### config.mk
export PLATFORM = sky130hd
export DESIGN_NAME = tsc_touch_seq
export DESIGN_NICKNAME = d
export VERILOG_FILES = /design/src/hw/tsc_sar.v /design/src/hw/tsc_sync.v /design/src/hw/tsc_touch_seq.v
export VERILOG_INCLUDE_DIRS = /design/src /design/src/hw
export SDC_FILE = /design/constraint.sdc
export NUM_CORES = 1
export LEC_CHECK = 0
export BUFFER_PORTS_ARGS = -buffer_cell sky130_fd_sc_hd__buf_2
export CAP_MARGIN = 20
export CORE_AREA = 2 2 84 86
export CTS_CLUSTER_DIAMETER = 150
export DETAILED_ROUTE_END_ITERATION = 7
export DIE_AREA = 0 0 86 88
export GPL_TIMING_DRIVEN = 0
export PLACE_DENSITY = 0.86
export SLEW_MARGIN = 20
export SYNTH_ARGS = -nofsm -noshare
export SYNTH_HDL_FRONTEND = slang
export SYNTH_HIERARCHICAL = 1
export SYNTH_SLANG_ARGS = --single-unit
### constraint.sdc
create_clock -name clk -period 2.8 [get_ports clk]
set_input_delay 0.28 -clock clk [delete_from_list [all_inputs] [get_ports clk]]
set_output_delay 0.28 -clock clk [all_outputs]
set_load 0.005 [all_outputs]
### src/hw/tsc_defs.vh
// Constants for the touch command sequencer
`ifndef TSC_DEFS_VH
`define TSC_DEFS_VH

// Serial clock edge counter
`define TSC_CNT_W        6
`define TSC_CNT_MAX      6'h3F

// Rising edges carrying the command fields (bit 15, 14, 13, 12)
`define TSC_START_EDGE   6'h01
`define TSC_AXIS_HI_EDGE 6'h02
`define TSC_AXIS_LO_EDGE 6'h03
`define TSC_PD_EDGE      6'h04

// Falling edge counts framing sampling, conversion and busy
`define TSC_SAMPLE_EDGE  6'h03
`define TSC_CONV_EDGE    6'h06
`define TSC_SAR_FIRST    6'h07
`define TSC_SAR_LAST     6'h12
`define TSC_BUSY_END     6'h14

// Rising edge of the first result bit, and last shifting fall
`define TSC_OUT_EDGE     6'h15
`define TSC_XFER_EDGES   6'h20

// Result width and first trial code
`define TSC_RES_W        12
`define TSC_SAR_INIT     12'h800

// Channel field codes
`define TSC_AXIS_X       2'h0
`define TSC_AXIS_Y       2'h1
`define TSC_AXIS_Z1      2'h2
`define TSC_AXIS_Z2      2'h3

// Converter sense input select
`define TSC_SENSE_YP     2'h0
`define TSC_SENSE_XP     2'h1
`define TSC_SENSE_YN     2'h2

// Reset values of the stored touch command
`define TSC_AXIS_RST     2'h0
`define TSC_PD_RST       1'h0

`endif

### src/hw/tsc_sar.v
// Successive approximation register for the 12-bit conversion
`timescale 1ns/10ps
`include "tsc_defs.vh"

module tsc_sar #(
  parameter W = `TSC_RES_W
) (
  input  wire         clk,
  input  wire         nrst,
  input  wire         start,
  input  wire         step,
  input  wire         cmp,
  output reg  [W-1:0] trial
);

  reg [W-1:0] mask;

  // Load mid code on start, decide one bit per step
  always @(posedge clk or negedge nrst) begin
    if (!nrst) begin
      trial <= {W{1'b0}};
      mask  <= {W{1'b0}};
    end else if (start) begin
      trial <= `TSC_SAR_INIT;
      mask  <= `TSC_SAR_INIT;
    end else if (step && (mask != {W{1'b0}})) begin
      trial <= (cmp ? trial : (trial & ~mask)) | (mask >> 1);
      mask  <= mask >> 1;
    end
  end

endmodule // tsc_sar

### src/hw/tsc_sync.v
// Two-stage synchroniser for inputs from outside the clock domain
`timescale 1ns/10ps

module tsc_sync #(
  parameter W = 1
) (
  input  wire         clk,
  input  wire         nrst,
  input  wire [W-1:0] d,
  output reg  [W-1:0] q
);

  reg [W-1:0] meta;

  // First stage is read by the second stage only
  always @(posedge clk or negedge nrst) begin
    if (!nrst) begin
      meta <= {W{1'b0}};
      q    <= {W{1'b0}};
    end else begin
      meta <= d;
      q    <= meta;
    end
  end

endmodule // tsc_sync

### src/hw/tsc_touch_seq.v
// Touch screen command sequencer, serial side and plate control
`timescale 1ns/10ps
`include "tsc_defs.vh"

module tsc_touch_seq #(
  parameter RES_W = `TSC_RES_W
) (
  input  wire             clk,
  input  wire             nrst,
  input  wire             chip_select_low,
  input  wire             sclk,
  input  wire             sdi,
  input  wire             pen_sense_low,
  input  wire             adc_cmp,
  input  wire             touch_block_off,
  output reg              sdo,
  output wire             sdo_oe,
  output reg              busy,
  output wire             busy_oe,
  output reg              pen_touch_irq_low,
  output reg              x_plus_plate,
  output reg              x_minus_plate,
  output reg              y_plus_plate,
  output reg              y_minus_plate,
  output reg              pen_pullup_en,
  output reg              adc_power,
  output reg              adc_sample,
  output reg  [1:0]       adc_sense_sel,
  output wire [RES_W-1:0] adc_dac,
  output wire             axis_select_high,
  output wire             axis_select_low,
  output wire             power_down_select
);

  ////////////////////////////////////////////////////////////////////////////
  // Declarations
  wire [4:0]              sync_q;
  wire                    cs_s;
  wire                    sclk_s;
  wire                    sdi_s;
  wire                    pen_s;
  wire                    cmp_s;
  reg                     sclk_q;
  reg                     cs_q;
  wire                    cs_act;
  wire                    sclk_rise;
  wire                    sclk_fall;
  wire                    cs_rise;
  reg  [`TSC_CNT_W-1:0]   rise_cnt;
  reg  [`TSC_CNT_W-1:0]   fall_cnt;
  reg                     touch_txn;
  reg  [1:0]              cmd_axis;
  reg                     cmd_pd;
  reg  [1:0]              held_axis;
  reg                     held_pd;
  wire                    axis_known;
  wire                    pd_known;
  wire [1:0]              eff_axis;
  wire                    eff_pd;
  wire                    same_axis;
  wire                    win_long;
  wire                    win_short;
  wire                    conv_phase;
  wire                    sar_start;
  wire                    sar_step;
  reg  [RES_W-1:0]        out_sh;
  reg                     next_adc_power;
  reg                     next_adc_sample;
  reg                     next_busy;
  reg                     next_irq;
  reg                     next_pullup;
  reg                     drv_on;
  reg  [3:0]              next_plates;
  reg  [1:0]              next_sense;

  // True when this edge is the n-th since select fell
  function nth;
    input [`TSC_CNT_W-1:0] cnt;
    input [`TSC_CNT_W-1:0] n;
    begin
      nth = ((cnt + 6'h01) == n);
    end
  endfunction

  ////////////////////////////////////////////////////////////////////////////
  // Pin synchronisers and edge detection
  // Select and pen enter inverted, so cleared flops read as idle
  tsc_sync #(
    .W    (5)
  ) u_sync (
    .clk  (clk),
    .nrst (nrst),
    .d    ({~chip_select_low, sclk, sdi, ~pen_sense_low, adc_cmp}),
    .q    (sync_q)
  );

  // Synchronised pins; select high and no pen read as idle after reset
  assign cs_s   = ~sync_q[4];
  assign sclk_s = sync_q[3];
  assign sdi_s  = sync_q[2];
  assign pen_s  = ~sync_q[1];
  assign cmp_s  = sync_q[0];

  // Delayed copies for edge detection
  always @(posedge clk or negedge nrst) begin
    if (!nrst) begin
      sclk_q <= 1'h0;
      cs_q   <= 1'h1;
    end else begin
      sclk_q <= sclk_s;
      cs_q   <= cs_s;
    end
  end

  assign cs_act    = ~cs_s & ~cs_q;
  assign sclk_rise = sclk_s & ~sclk_q & cs_act;
  assign sclk_fall = ~sclk_s & sclk_q & cs_act;
  assign cs_rise   = cs_s & ~cs_q;

  ////////////////////////////////////////////////////////////////////////////
  // Serial clock edge counters
  // edge counting
  always @(posedge clk or negedge nrst) begin
    if (!nrst) begin
      rise_cnt <= 6'h00;
      fall_cnt <= 6'h00;
    end else if (!cs_act) begin
      rise_cnt <= 6'h00;
      fall_cnt <= 6'h00;
    end else begin
      if (sclk_rise && (rise_cnt != `TSC_CNT_MAX))
        rise_cnt <= rise_cnt + 6'h01;
      if (sclk_fall && (fall_cnt != `TSC_CNT_MAX))
        fall_cnt <= fall_cnt + 6'h01;
    end
  end

  ////////////////////////////////////////////////////////////////////////////
  // Command capture and stored touch command
  // rising edge capture
  always @(posedge clk or negedge nrst) begin
    if (!nrst) begin
      touch_txn <= 1'h0;
      cmd_axis  <= `TSC_AXIS_RST;
      cmd_pd    <= `TSC_PD_RST;
    end else if (!cs_act) begin
      touch_txn <= 1'h0;
    end else if (sclk_rise) begin
      if (nth(rise_cnt, `TSC_START_EDGE))
        touch_txn <= sdi_s;
      if (nth(rise_cnt, `TSC_AXIS_HI_EDGE))
        cmd_axis[1] <= sdi_s;
      if (nth(rise_cnt, `TSC_AXIS_LO_EDGE))
        cmd_axis[0] <= sdi_s;
      if (nth(rise_cnt, `TSC_PD_EDGE))
        cmd_pd <= sdi_s;
    end
  end

  // only touch commands replace it, at select rise
  always @(posedge clk or negedge nrst) begin
    if (!nrst) begin
      held_axis <= `TSC_AXIS_RST;
      held_pd   <= `TSC_PD_RST;
    end else if (cs_rise && touch_txn &&
                 (rise_cnt >= `TSC_PD_EDGE)) begin
      held_axis <= cmd_axis;
      held_pd   <= cmd_pd;
    end
  end

  assign axis_select_high  = held_axis[1];
  assign axis_select_low   = held_axis[0];
  assign power_down_select = held_pd;

  // New fields take effect once fully received
  assign axis_known = touch_txn & (rise_cnt >= `TSC_AXIS_LO_EDGE);
  assign pd_known   = touch_txn & (rise_cnt >= `TSC_PD_EDGE);
  assign eff_axis   = axis_known ? cmd_axis : held_axis;
  assign eff_pd     = pd_known ? cmd_pd : held_pd;
  // long window dropped once a received axis bit differs
  assign same_axis  = ((rise_cnt < `TSC_AXIS_HI_EDGE) |
                       (cmd_axis[1] == held_axis[1])) &
                      ((rise_cnt < `TSC_AXIS_LO_EDGE) |
                       (cmd_axis[0] == held_axis[0]));

  ////////////////////////////////////////////////////////////////////////////
  // Sampling windows and converter power
  // long window from select fall
  assign win_long  = cs_act & held_pd & same_axis &
                     (fall_cnt < `TSC_CONV_EDGE) &
                     (touch_txn | (rise_cnt == 6'h00));
  // short window, third to sixth fall
  assign win_short = cs_act & touch_txn &
                     (fall_cnt >= `TSC_SAMPLE_EDGE) &
                     (fall_cnt < `TSC_CONV_EDGE);
  assign conv_phase = cs_act & touch_txn &
                      (fall_cnt >= `TSC_CONV_EDGE);

  // Power, sample and busy next values
  always @* begin
    next_adc_power  = 1'h0;
    next_adc_sample = 1'h0;
    if (!touch_block_off) begin
      // power only while select is low
      next_adc_power  = cs_act &
                        (win_long | (touch_txn &
                        (fall_cnt >= `TSC_SAMPLE_EDGE)));
      next_adc_sample = win_long | win_short;
    end
    next_busy = conv_phase & (fall_cnt < `TSC_BUSY_END);
  end

  ////////////////////////////////////////////////////////////////////////////
  // Plate drivers and sense select
  // Driver switch pattern from power state and axis
  always @* begin
    // drivers stay on with power-down one
    drv_on      = held_pd | next_adc_power;
    next_plates = 4'h0;
    next_sense  = `TSC_SENSE_YP;
    if (touch_block_off) begin
      next_plates = 4'h0;
    end else if (!drv_on) begin
      next_plates = 4'h1;
    end else begin
      // channel decode, {x+, x-, y+, y-}
      case (eff_axis)
        `TSC_AXIS_X: begin
          next_plates = 4'hC;
          next_sense  = `TSC_SENSE_YP;
        end
        `TSC_AXIS_Y: begin
          next_plates = 4'h3;
          next_sense  = `TSC_SENSE_XP;
        end
        `TSC_AXIS_Z1: begin
          next_plates = 4'h6;
          next_sense  = `TSC_SENSE_XP;
        end
        `TSC_AXIS_Z2: begin
          next_plates = 4'h6;
          next_sense  = `TSC_SENSE_YN;
        end
        default: next_plates = 4'h1;
      endcase
    end
  end

  ////////////////////////////////////////////////////////////////////////////
  // Pen interrupt
  // Pen output and pull-up next values
  always @* begin
    next_irq    = 1'h1;
    next_pullup = 1'h0;
    if (touch_block_off || eff_pd || held_pd) begin
      // disabled until power-down zero is held
      next_irq = 1'h1;
    end else if (conv_phase) begin
      next_irq = 1'h1;
    end else begin
      next_irq    = pen_s;
      next_pullup = ~drv_on;
    end
  end

  ////////////////////////////////////////////////////////////////////////////
  // Registered control outputs
  // Flops for the analog control and status outputs except adc_dac
  always @(posedge clk or negedge nrst) begin
    if (!nrst) begin
      adc_power         <= 1'h0;
      adc_sample        <= 1'h0;
      busy              <= 1'h0;
      pen_touch_irq_low <= 1'h1;
      pen_pullup_en     <= 1'h0;
      x_plus_plate      <= 1'h0;
      x_minus_plate     <= 1'h0;
      y_plus_plate      <= 1'h0;
      y_minus_plate     <= 1'h0;
      adc_sense_sel     <= `TSC_SENSE_YP;
    end else begin
      adc_power         <= next_adc_power;
      adc_sample        <= next_adc_sample;
      busy              <= next_busy;
      pen_touch_irq_low <= next_irq;
      pen_pullup_en     <= next_pullup;
      x_plus_plate      <= next_plates[3];
      x_minus_plate     <= next_plates[2];
      y_plus_plate      <= next_plates[1];
      y_minus_plate     <= next_plates[0];
      adc_sense_sel     <= next_sense;
    end
  end

  ////////////////////////////////////////////////////////////////////////////
  // Conversion
  // start at sixth fall, one bit per fall up to the 18th
  assign sar_start = sclk_fall & touch_txn &
                     nth(fall_cnt, `TSC_CONV_EDGE);
  assign sar_step  = sclk_fall & touch_txn & (fall_cnt >= `TSC_CONV_EDGE) &
                     (fall_cnt < `TSC_SAR_LAST);

  tsc_sar #(
    .W     (RES_W)
  ) u_sar (
    .clk   (clk),
    .nrst  (nrst),
    .start (sar_start),
    .step  (sar_step),
    .cmp   (cmp_s),
    .trial (adc_dac)
  );

  ////////////////////////////////////////////////////////////////////////////
  // Serial data out
  // MSB at 21st rise, later bits on falls
  always @(posedge clk or negedge nrst) begin
    if (!nrst) begin
      sdo    <= 1'h0;
      out_sh <= {RES_W{1'b0}};
    end else if (!cs_act) begin
      sdo    <= 1'h0;
      out_sh <= {RES_W{1'b0}};
    end else if (sclk_rise && touch_txn &&
                 nth(rise_cnt, `TSC_OUT_EDGE)) begin
      sdo    <= adc_dac[RES_W-1];
      out_sh <= {adc_dac[RES_W-2:0], 1'b0};
    end else if (sclk_fall && touch_txn &&
                 (fall_cnt >= `TSC_BUSY_END) &&
                 (fall_cnt < `TSC_XFER_EDGES)) begin
      sdo    <= out_sh[RES_W-1];
      out_sh <= {out_sh[RES_W-2:0], 1'b0};
    end
  end

  // drive only while select is low
  assign sdo_oe  = cs_act;
  assign busy_oe = cs_act;

endmodule // tsc_touch_seq
==> flow_metrics.tcl, run 1 <==
set metrics [dict create \
    wl_met3_um 273 \
    fin_cells 481 \
    h-tree-depth 3 \
    cts_sinks 78 \
    clockRootBuffer "clkbuf_8" \
    finalCritPeriodShare 0.891 \
    fill_cells 467 \
    top_layer "met4" \
    core_um2 6640 \
    maxSlewViolCount 0 \
    postLayoutSetupSlackWorst_ps 305 \
    remaining_drc_errors 0 \
    synthFlopType "dfrtp_1" \
    leakagePower_nw 2.05 \
    start_util 0.571 \
    crit_path_end_kind "flop" \
    p_int_mw 1.79 \
    yosysMostFrequentCell "dfrtp_1" \
    dieHeight_um 88 \
    yosysSeqAreaShare 0.515 \
    tightestPinTransition_ps 722 \
    ant_nets 0 \
    yosys-top-cells-area "dfrtp_1, ha_1, a311oi_2" \
    ff_latch_area_um2 1950 \
    dr.pass1.iters 5 \
    p_seq_frac 0.510 \
    clock_path_buffers 2 \
    multiInputGateArea_um2 1650 \
    final.setup.tns_ps 0 \
    status "completed" \
    cp_max_fo 10 \
    port_buffers 36 \
    diodes 0 \
    pwr_density_cell_nw_per_um2 518 \
    rsz0062_at_grt "false" \
    dp_cells 464 \
    post_cts_buffers 0 \
    place_ws_ps 366 \
    met1_length_mm 3.29 \
    row_count 30 \
    grt_pass1_wl_mm 12.9 \
    worstSetupPathType "flop to flop" \
    holdPathStages 1 \
    via_per_inst 5.86 \
    switchingPower_mw 0.477 \
    routabilityCongestion 0.832 \
    syn_nets 368 \
    track_usage 0.218 \
    die_width_um 86 \
    pwr-share-comb 0.034 \
    synth_common_cells "dfrtp_1, a21oi_1, nor2_1" \
    async_flop_share 1.00 \
    min_period_ps 2490 \
    cp-start-kind "flop" \
    ir_drop_mv 0.271 \
    yosys.cell_types.count 50 \
    relSlewSlack 0.506 \
    ys_warn_count 6 \
    swShare 0.211 \
    min_path_type "primary input to flop" \
    synth-edff-count 0 \
    synth_top_area_share 0.501 \
    synthCells 347 \
    r2r_slack_ps 310 \
    finalHoldViolCount 0 \
    met2_length_mm 3.94 \
    grt_max_degree 49 \
    clk_pin_slew_ps 80 \
    antenna_found_initial 0 \
    clk_latency_ps 360 \
    dp_hpwl_mm 5.18 \
    arrival_ps 2750 \
    clock_skew_ps 10.9 \
    syn_area_um2 3800 \
    wl_per_cell_um 15.9 \
    finalSetupViolCount 0 \
    clock_power_share 0.457 \
    synth.avg_cell_area_um2 10.9 \
    grt_overflow 0 \
    yosysTopAreaCell "dfrtp_1" \
    fin_nets 417 \
    grt_pass1_vias 2777 \
    fmax_mhz 401 \
    cts_tree "done" \
    cap_violations 0 \
    pin_count 37 \
    numCtsBuffers 9 \
    critPathRequiredTime_ps 3060 \
    die_area_um2 7570 \
    wl_mm 7.65 \
    area_growth_syn_to_layout_pct 15.0 \
    drive_gt1_frac 0.219 \
    vias 2817 \
    r2r_cells 8 \
    ys_ff_latch 78 \
    drt_iter0_drc 307 \
]
final cells by class:
type                       instances  share of cell area
sequential                        78               0.448
multi-input combinational        231               0.378
timing repair buffer              38              0.0505
clock buffer                      11              0.0324
buffer                            23              0.0310
clock inverter                     5              0.0244
tap                               80              0.0229
inverter                          15              0.0129
power groups by stage:
stage | combinational, mW | sequential, mW | clock [mW]
finish | 0.0759 | 1.15 | 1.03
global placement | 0.0688 | 1.17 | 0
CTS | 0.0778 | 1.15 | 1.04
global route | 0.0881 | 1.16 | 1.08
detailed placement | 0.0760 | 1.17 | 0
floorplan | 0.0308 | 1.17 | 0
worst max-delay path, cell delays in order, from the launching register on:
cell      delay, ps
dfrtp_1         510
ha_1            190
clkbuf_2        190
and3_1          250
xor2_1          230
nor3b_1         380
clkbuf_1        360
nand4_1         180
o31ai_1         110
flip-flops by register name (all words and copies together), names as in the netlist, 2 cells and up:
register and flops:
adc_sense_sel 2, cmd_axis 2, fall_cnt 6, held_axis 2
out_sh 11, rise_cnt 6, u_sar/mask 12, u_sar/trial 12
u_sync/meta 5, u_sync/q 5
layout by cell type (no fill, tap or decap), types with 6 or more instances in the layout:
| cell type | Yosys | routed |
|---|---|---|
| nor3_1 | 6 | 6 |
| inv_1 | 15 | 15 |
| nand2b_1 | 13 | 13 |
| nand4_1 | 12 | 12 |
| mux2i_1 | 14 | 14 |
| o31ai_1 | 11 | 11 |
| dfrtp_1 | 76 | 76 |
| a311oi_2 | 10 | 10 |
| nand2_1 | 21 | 21 |
| clkbuf_8 | 0 | 10 |
| a21oi_1 | 28 | 28 |
| nor2_1 | 22 | 22 |
| o21ai_0 | 8 | 8 |
| xor2_1 | 9 | 9 |
| clkbuf_1 | 9 | 10 |
| ha_1 | 13 | 13 |
| buf_2 | 5 | 40 |
routing by layer:
| layer | track usage | vias to the layer above |
|---|---|---|
| met5 | 0 | - |
| met4 | 0.104 | 0 |
| met2 | 0.357 | 62 |
| met3 | 0.0386 | 20 |
| li1 | - | 1330 |
| met1 | 0.284 | 1405 |
metrics by stage:
stage          utilization  power (mW)  hold WS, ps  area (um^2)
3_5_place_dp         0.618        1.25          245         4110
6_report             0.657        2.26         30.8         4360
3_3_place_gp         0.614        1.24          331         4080
5_1_grt              0.657        2.33         29.4         4360
2_1_floorplan            -        1.20        -15.6         3800
4_1_cts              0.657        2.27         22.0         4360
worst paths after layout:
kind | start | end
worst max-delay path | rise_cnt[0] | out_sh[11]
worst min-delay path | adc_cmp | u_sync/meta[0]
worst max register to register | rise_cnt[0] | out_sh[11]
worst min register to register | u_sync/meta[0] | u_sync/q[0]
max in group asynchronous | nrst | out_sh[2]
min in group asynchronous | nrst | power_down_select
repair_timing:
item / in CTS / in global routing
hold buffers: 1 / 0
endpoints found under the hold margin: 28 / 0
resized for setup: 0 / 0
kinds of logic (layout without fill, tap and decap cells):
logic type | Yosys count | count (layout) | share of synthesized area
AO/OA/AOI/OAI | 75 | 75 | 0.145
flip-flops | 78 | 78 | 0.515
adder cells (fa/ha/maj) | 13 | 13 | 0.0428
multiplexers | 21 | 21 | 0.0577
XOR/XNOR | 11 | 11 | 0.0254
buffers and inverters | 38 | 92 | 0.0504
AND/OR/NAND/NOR | 111 | 111 | 0.164
Power figures use the tool's default switching activity.
==> inputs of run 2 (changes only) <==
--- a/config.mk
+++ b/config.mk
@@ -13,6 +13,7 @@
 export DETAILED_ROUTE_END_ITERATION = 7
 export DIE_AREA = 0 0 86 88
 export GPL_TIMING_DRIVEN = 0
+export MAX_ROUTING_LAYER = met4
 export PLACE_DENSITY = 0.86
 export SLEW_MARGIN = 20
 export SYNTH_ARGS = -nofsm -noshare
==> flow_metrics.tcl, run 2 (synthesized netlist as in run 1, its figures left out) <==
set metrics [dict create \
    status "completed" \
    clockRootBuffer "clkbuf_8" \
    dr.pass1.iters 4 \
    cts_tree "done" \
    reg_top3 "u_sar/mask: 12 flops, u_sar/trial: 12 flops, out_sh: 11 flops" \
    worstSetupPathType "flop to flop" \
    fmax_mhz 394 \
    final.setup.tns_ps 0 \
    use_met3 0.0386 \
    drive_gt1_frac 0.219 \
    post_cts_buffers 0 \
    leakagePower_nw 2.05 \
    final_common_cell "dfrtp_1" \
    antenna_found_initial 0 \
    ant_nets 0 \
    clock_path_buffers 2 \
    grtUsageMet1 0.285 \
    clk_latency_ps 360 \
    cp-start-kind "flop" \
    grt_pass1_wl_mm 12.9 \
    track_usage 0.225 \
    wl_mm 7.64 \
    remaining_drc_errors 0 \
    dp_cells 464 \
    vias 2803 \
    area_growth_syn_to_layout_pct 15.0 \
    grt.busiest_layer "met2" \
    grt_overflow 0 \
    h-tree-depth 3 \
    final_cell_mix "dfrtp_1, buf_2, a21oi_1, nor2_1, nand2_1" \
    routabilityCongestion 0.845 \
    finalSetupViolCount 0 \
    grt_use_met2 0.357 \
    drt_iter0_drc 278 \
    pin_count 37 \
    cap_violations 0 \
    cpLargestDelayFamily "simple AND/OR/NAND/NOR gates" \
    die_width_um 86 \
    finalHoldViolCount 0 \
    wl_per_cell_um 15.9 \
    fin_cells 481 \
    start_util 0.571 \
    min_period_ps 2540 \
    maxSlewViolCount 0 \
    rsz0062_at_grt "false" \
    critPathSlowestCell "dfrtp_1" \
    relSlewSlack 0.499 \
    dieHeight_um 88 \
    post_cts_resized 0 \
    finalCritPeriodShare 0.906 \
    crit_path_end_kind "flop" \
    cp_max_fo 10 \
    ir_drop_mv 0.267 \
    pwr_density_cell_nw_per_um2 519 \
    cts_sinks 78 \
    grt_max_degree 49 \
    core_um2 6640 \
    arrival_ps 2800 \
    final_core_util 0.657 \
    tightestPinTransition_ps 732 \
    cp_num_buf_inv 2 \
    crit_chain "ha_1 > clkbuf_2 > and3_1 > xor2_1 > nor3b_1 > clkbuf_1 > nand4_1 > o31ai_1" \
    row_count 30 \
    grt_pass1_vias 2771 \
    via_per_inst 5.83 \
    clk_pin_slew_ps 80 \
    port_buffers 36 \
    dp_hpwl_mm 5.18 \
    critPathRequiredTime_ps 3060 \
    die_area_um2 7570 \
    diodes 0 \
    numCtsBuffers 9 \
    clock_skew_ps 10.7 \
    slowest_delay_ps 500 \
    p_total_mw 2.26 \
    min_path_type "primary input to flop" \
    fin_nets 417 \
]
## run 2: cell counts in the layout (fill, tap and decap cells not counted)
Identical to the previous run, type by type.
## run 2: report_power, final
| part | internal (mW) | switching (mW) | total [mW] |
|---|---|---|---|
| Clock | 0.618 | 0.416 | 1.03 |
| Sequential | 1.14 | 0.0116 | 1.15 |
| Combinational | 0.0253 | 0.0508 | 0.0761 |
| Total | 1.79 | 0.478 | 2.26 |
## run 2: worst paths after layout
kind,start,end,slack [ps],cells after the start
max in group asynchronous,nrst,u_sar/trial[10],1840,3
setup reg to reg,rise_cnt[1],out_sh[11],260,8
hold reg to reg,u_sync/meta[0],u_sync/q[0],350,0
hold / removal,adc_cmp,u_sync/meta[0],30,1
setup / recovery,rise_cnt[1],out_sh[11],260,8
min in group asynchronous,nrst,power_down_select,400,2
## run 2: metal layers
layer  part of all wire  vias up
met5                  0        -
met4              0.019        0
met3              0.035       18
met2               0.52       58
met1               0.42     1395
li1                   -     1332
## run 2: worst reg2reg max path, delay by kind of cell, from the launching register on
kind	cells	cell delay (ps)
AO/OA/AOI/OAI	1	110
flip-flops	1	500
buffers and inverters	2	560
XOR/XNOR	1	250
AND/OR/NAND/NOR	3	820
adder cells (fa/ha/maj)	1	200
## run 2: layout make-up
class                   count  area [um^2]
flip-flops and latches     78         1950
well taps                  80          100
inverters                  15         56.3
fillers                   467         2280
clock inverters             5          106
plain buffers              23          135
repair buffers             38          220
clock buffers              11          141
multi-input cells         231         1650
## run 2: what timing repair did
item / 4_1_cts / 5_1_grt
hold endpoints to repair: 28 / 0
setup endpoints to repair: 0 / 0
hold buffers: 1 / 0
## run 2: stage by stage
stage	hold WS [ps]	cell area (um^2)	setup WS [ps]
finish	31.3	4360	264
global route	29.4	4360	61.4
CTS	22.0	4360	306
detailed placement	245	4110	366
global placement	331	4080	407
floorplan	-15.6	3800	541
==> inputs of run 3 (changes only) <==
==> constraint.sdc (replaced) <==
create_clock -name clk -period 2.5 [get_ports clk]
set_input_delay 0.25 -clock clk [delete_from_list [all_inputs] [get_ports clk]]
set_output_delay 0.25 -clock clk [all_outputs]
set_load 0.005 [all_outputs]
==> flow_metrics.tcl, run 3 (synthesized netlist as in run 1, its figures left out) <==
set metrics [dict create \
    clock_power_share 0.456 \
    antenna_found_initial 0 \
    swShare 0.212 \
    track_usage 0.226 \
    clock_path_buffers 2 \
    area_growth_syn_to_layout_pct 16.5 \
    worstSetupPathType "flop to flop" \
    diodes 0 \
    pwr-share-comb 0.036 \
    row_count 30 \
    finalCritPeriodShare 0.965 \
    cts_tree "done" \
    h-tree-depth 3 \
    crit_chain "ha_1 > clkbuf_2 > and3_1 > xor2_1 > or4_4 > nor3b_1 > mux2_1" \
    clk_latency_ps 360 \
    critPathRequiredTime_ps 2740 \
    grt_max_degree 49 \
    via_per_inst 5.81 \
    port_buffers 36 \
    numCtsBuffers 9 \
    relSlewSlack 0.498 \
    switchingPower_mw 0.539 \
    clock_skew_ps 11.4 \
    leakagePower_nw 2.07 \
    ir_drop_mv 0.307 \
    arrival_ps 2660 \
    drive_gt1_frac 0.236 \
    holdPathStages 2 \
    wl_per_cell_um 15.9 \
    drt_iter0_drc 276 \
    status "completed" \
    cap_violations 0 \
    pin_count 37 \
    remaining_drc_errors 0 \
    cts_sinks 78 \
    tightestPinTransition_ps 734 \
    cp_max_fo 8 \
    dieHeight_um 88 \
    p_total_mw 2.54 \
    grt_pass1_wl_mm 13.0 \
    die_area_um2 7570 \
    reg2reg_from "rise_cnt[0]" \
    finalHoldViolCount 0 \
    cpLargestDelayFamily "simple AND/OR/NAND/NOR gates" \
    slowest_delay_ps 520 \
    min_path_type "primary input to flop" \
    r2r_end "cmd_axis[0]" \
    core_um2 6640 \
    min_period_ps 2410 \
    cp-start-kind "flop" \
    cp_num_buf_inv 1 \
    final_cell_mix "dfrtp_1, buf_2, a21oi_1, nor2_1, nand2_1" \
    start_util 0.571 \
    r2r_slack_ps 90 \
    final_common_cell "dfrtp_1" \
    final_core_util 0.666 \
    grt_overflow 0 \
    ant_nets 0 \
    fin_nets 422 \
    p_int_mw 2.00 \
    fmax_mhz 415 \
    maxSlewViolCount 0 \
    grt_pass1_vias 2780 \
    clk_pin_slew_ps 80 \
    routabilityCongestion 0.845 \
    r2r_cells 7 \
    critPathSlowestCell "or4_4" \
    reg_top3 "u_sar/mask: 12 flops, u_sar/trial: 12 flops, out_sh: 11 flops" \
    pwr_density_cell_nw_per_um2 575 \
    wl_mm 7.71 \
    crit_path_end_kind "flop" \
    dp_hpwl_mm 5.18 \
    clockRootBuffer "clkbuf_8" \
    p_seq_frac 0.508 \
    vias 2824 \
    die_width_um 86 \
    finalSetupViolCount 0 \
    dr.pass1.iters 4 \
    hold_path_end "u_sync/meta[1]" \
    worstHoldStart "pen_sense_low" \
]
## run 3: final cells by class
class                   count  area [um^2]
fillers                   463         2220
flip-flops and latches     78         1960
multi-input cells         231         1660
repair buffers             43          265
clock buffers              11          141
plain buffers              23          138
clock inverters             5          106
well taps                  80          100
inverters                  15         56.3
## run 3: what timing repair did
item,CTS,global route
buffers inserted,0,2
gates resized for setup,0,8
hold buffers,4,0
setup endpoints to repair,0,17
endpoints found under the hold margin,31,0
## run 3: worst max-delay path by stage
stage / from / to / slack, ps / cells after the start
2_1_floorplan: rise_cnt[0] / cmd_axis[0] / 240 / 7
3_3_place_gp: rise_cnt[0] / cmd_axis[1] / 110 / 7
3_5_place_dp: rise_cnt[2] / adc_sense_sel[0] / 70 / 6
4_1_cts: rise_cnt[1] / out_sh[11] / 6 / 8
5_1_grt: rise_cnt[0] / cmd_axis[0] / -20 / 7
6_report: rise_cnt[0] / cmd_axis[0] / 90 / 7
## run 3: worst reg2reg max path, cell delays in order (launching register included)
cell      delay (ps)
dfrtp_2          440
ha_1             200
clkbuf_2         170
and3_1           220
xor2_1           170
or4_4            520
nor3b_1          240
mux2_1           350
## run 3: per-layer routing
metal / global-route usage / share of wire / wire [um]
met1: 0.285 / 0.43 / 3340
met2: 0.357 / 0.51 / 3930
met3: 0.0386 / 0.037 / 282
met4: 0.104 / 0.021 / 162
met5: - / 0 / 0
## run 3: power groups by stage
stage / clock network, mW / registers, mW / logic, mW
floorplan: 0 / 1.31 / 0.0345
global placement: 0 / 1.31 / 0.0771
detailed placement: 0 / 1.32 / 0.0852
CTS: 1.17 / 1.29 / 0.0907
global route: 1.22 / 1.29 / 0.105
finish: 1.16 / 1.29 / 0.0913
## run 3: through the flow
| step | area, um^2 | setup TNS [ps] | hold WS (ps) | std cells | setup slack (ps) |
|---|---|---|---|---|---|
| after floorplan | 3800 | 0 | -45.6 | 347 | 241 |
| final | 4420 | 0 | 34.9 | 486 | 88.4 |
| after CTS | 4390 | 0 | 28.2 | 484 | 5.60 |
| after detailed placement | 4110 | 0 | 215 | 464 | 65.6 |
| after global routing | 4420 | -19.9 | 29.0 | 486 | -19.9 |
| after global placement | 4080 | 0 | 331 | 463 | 107 |
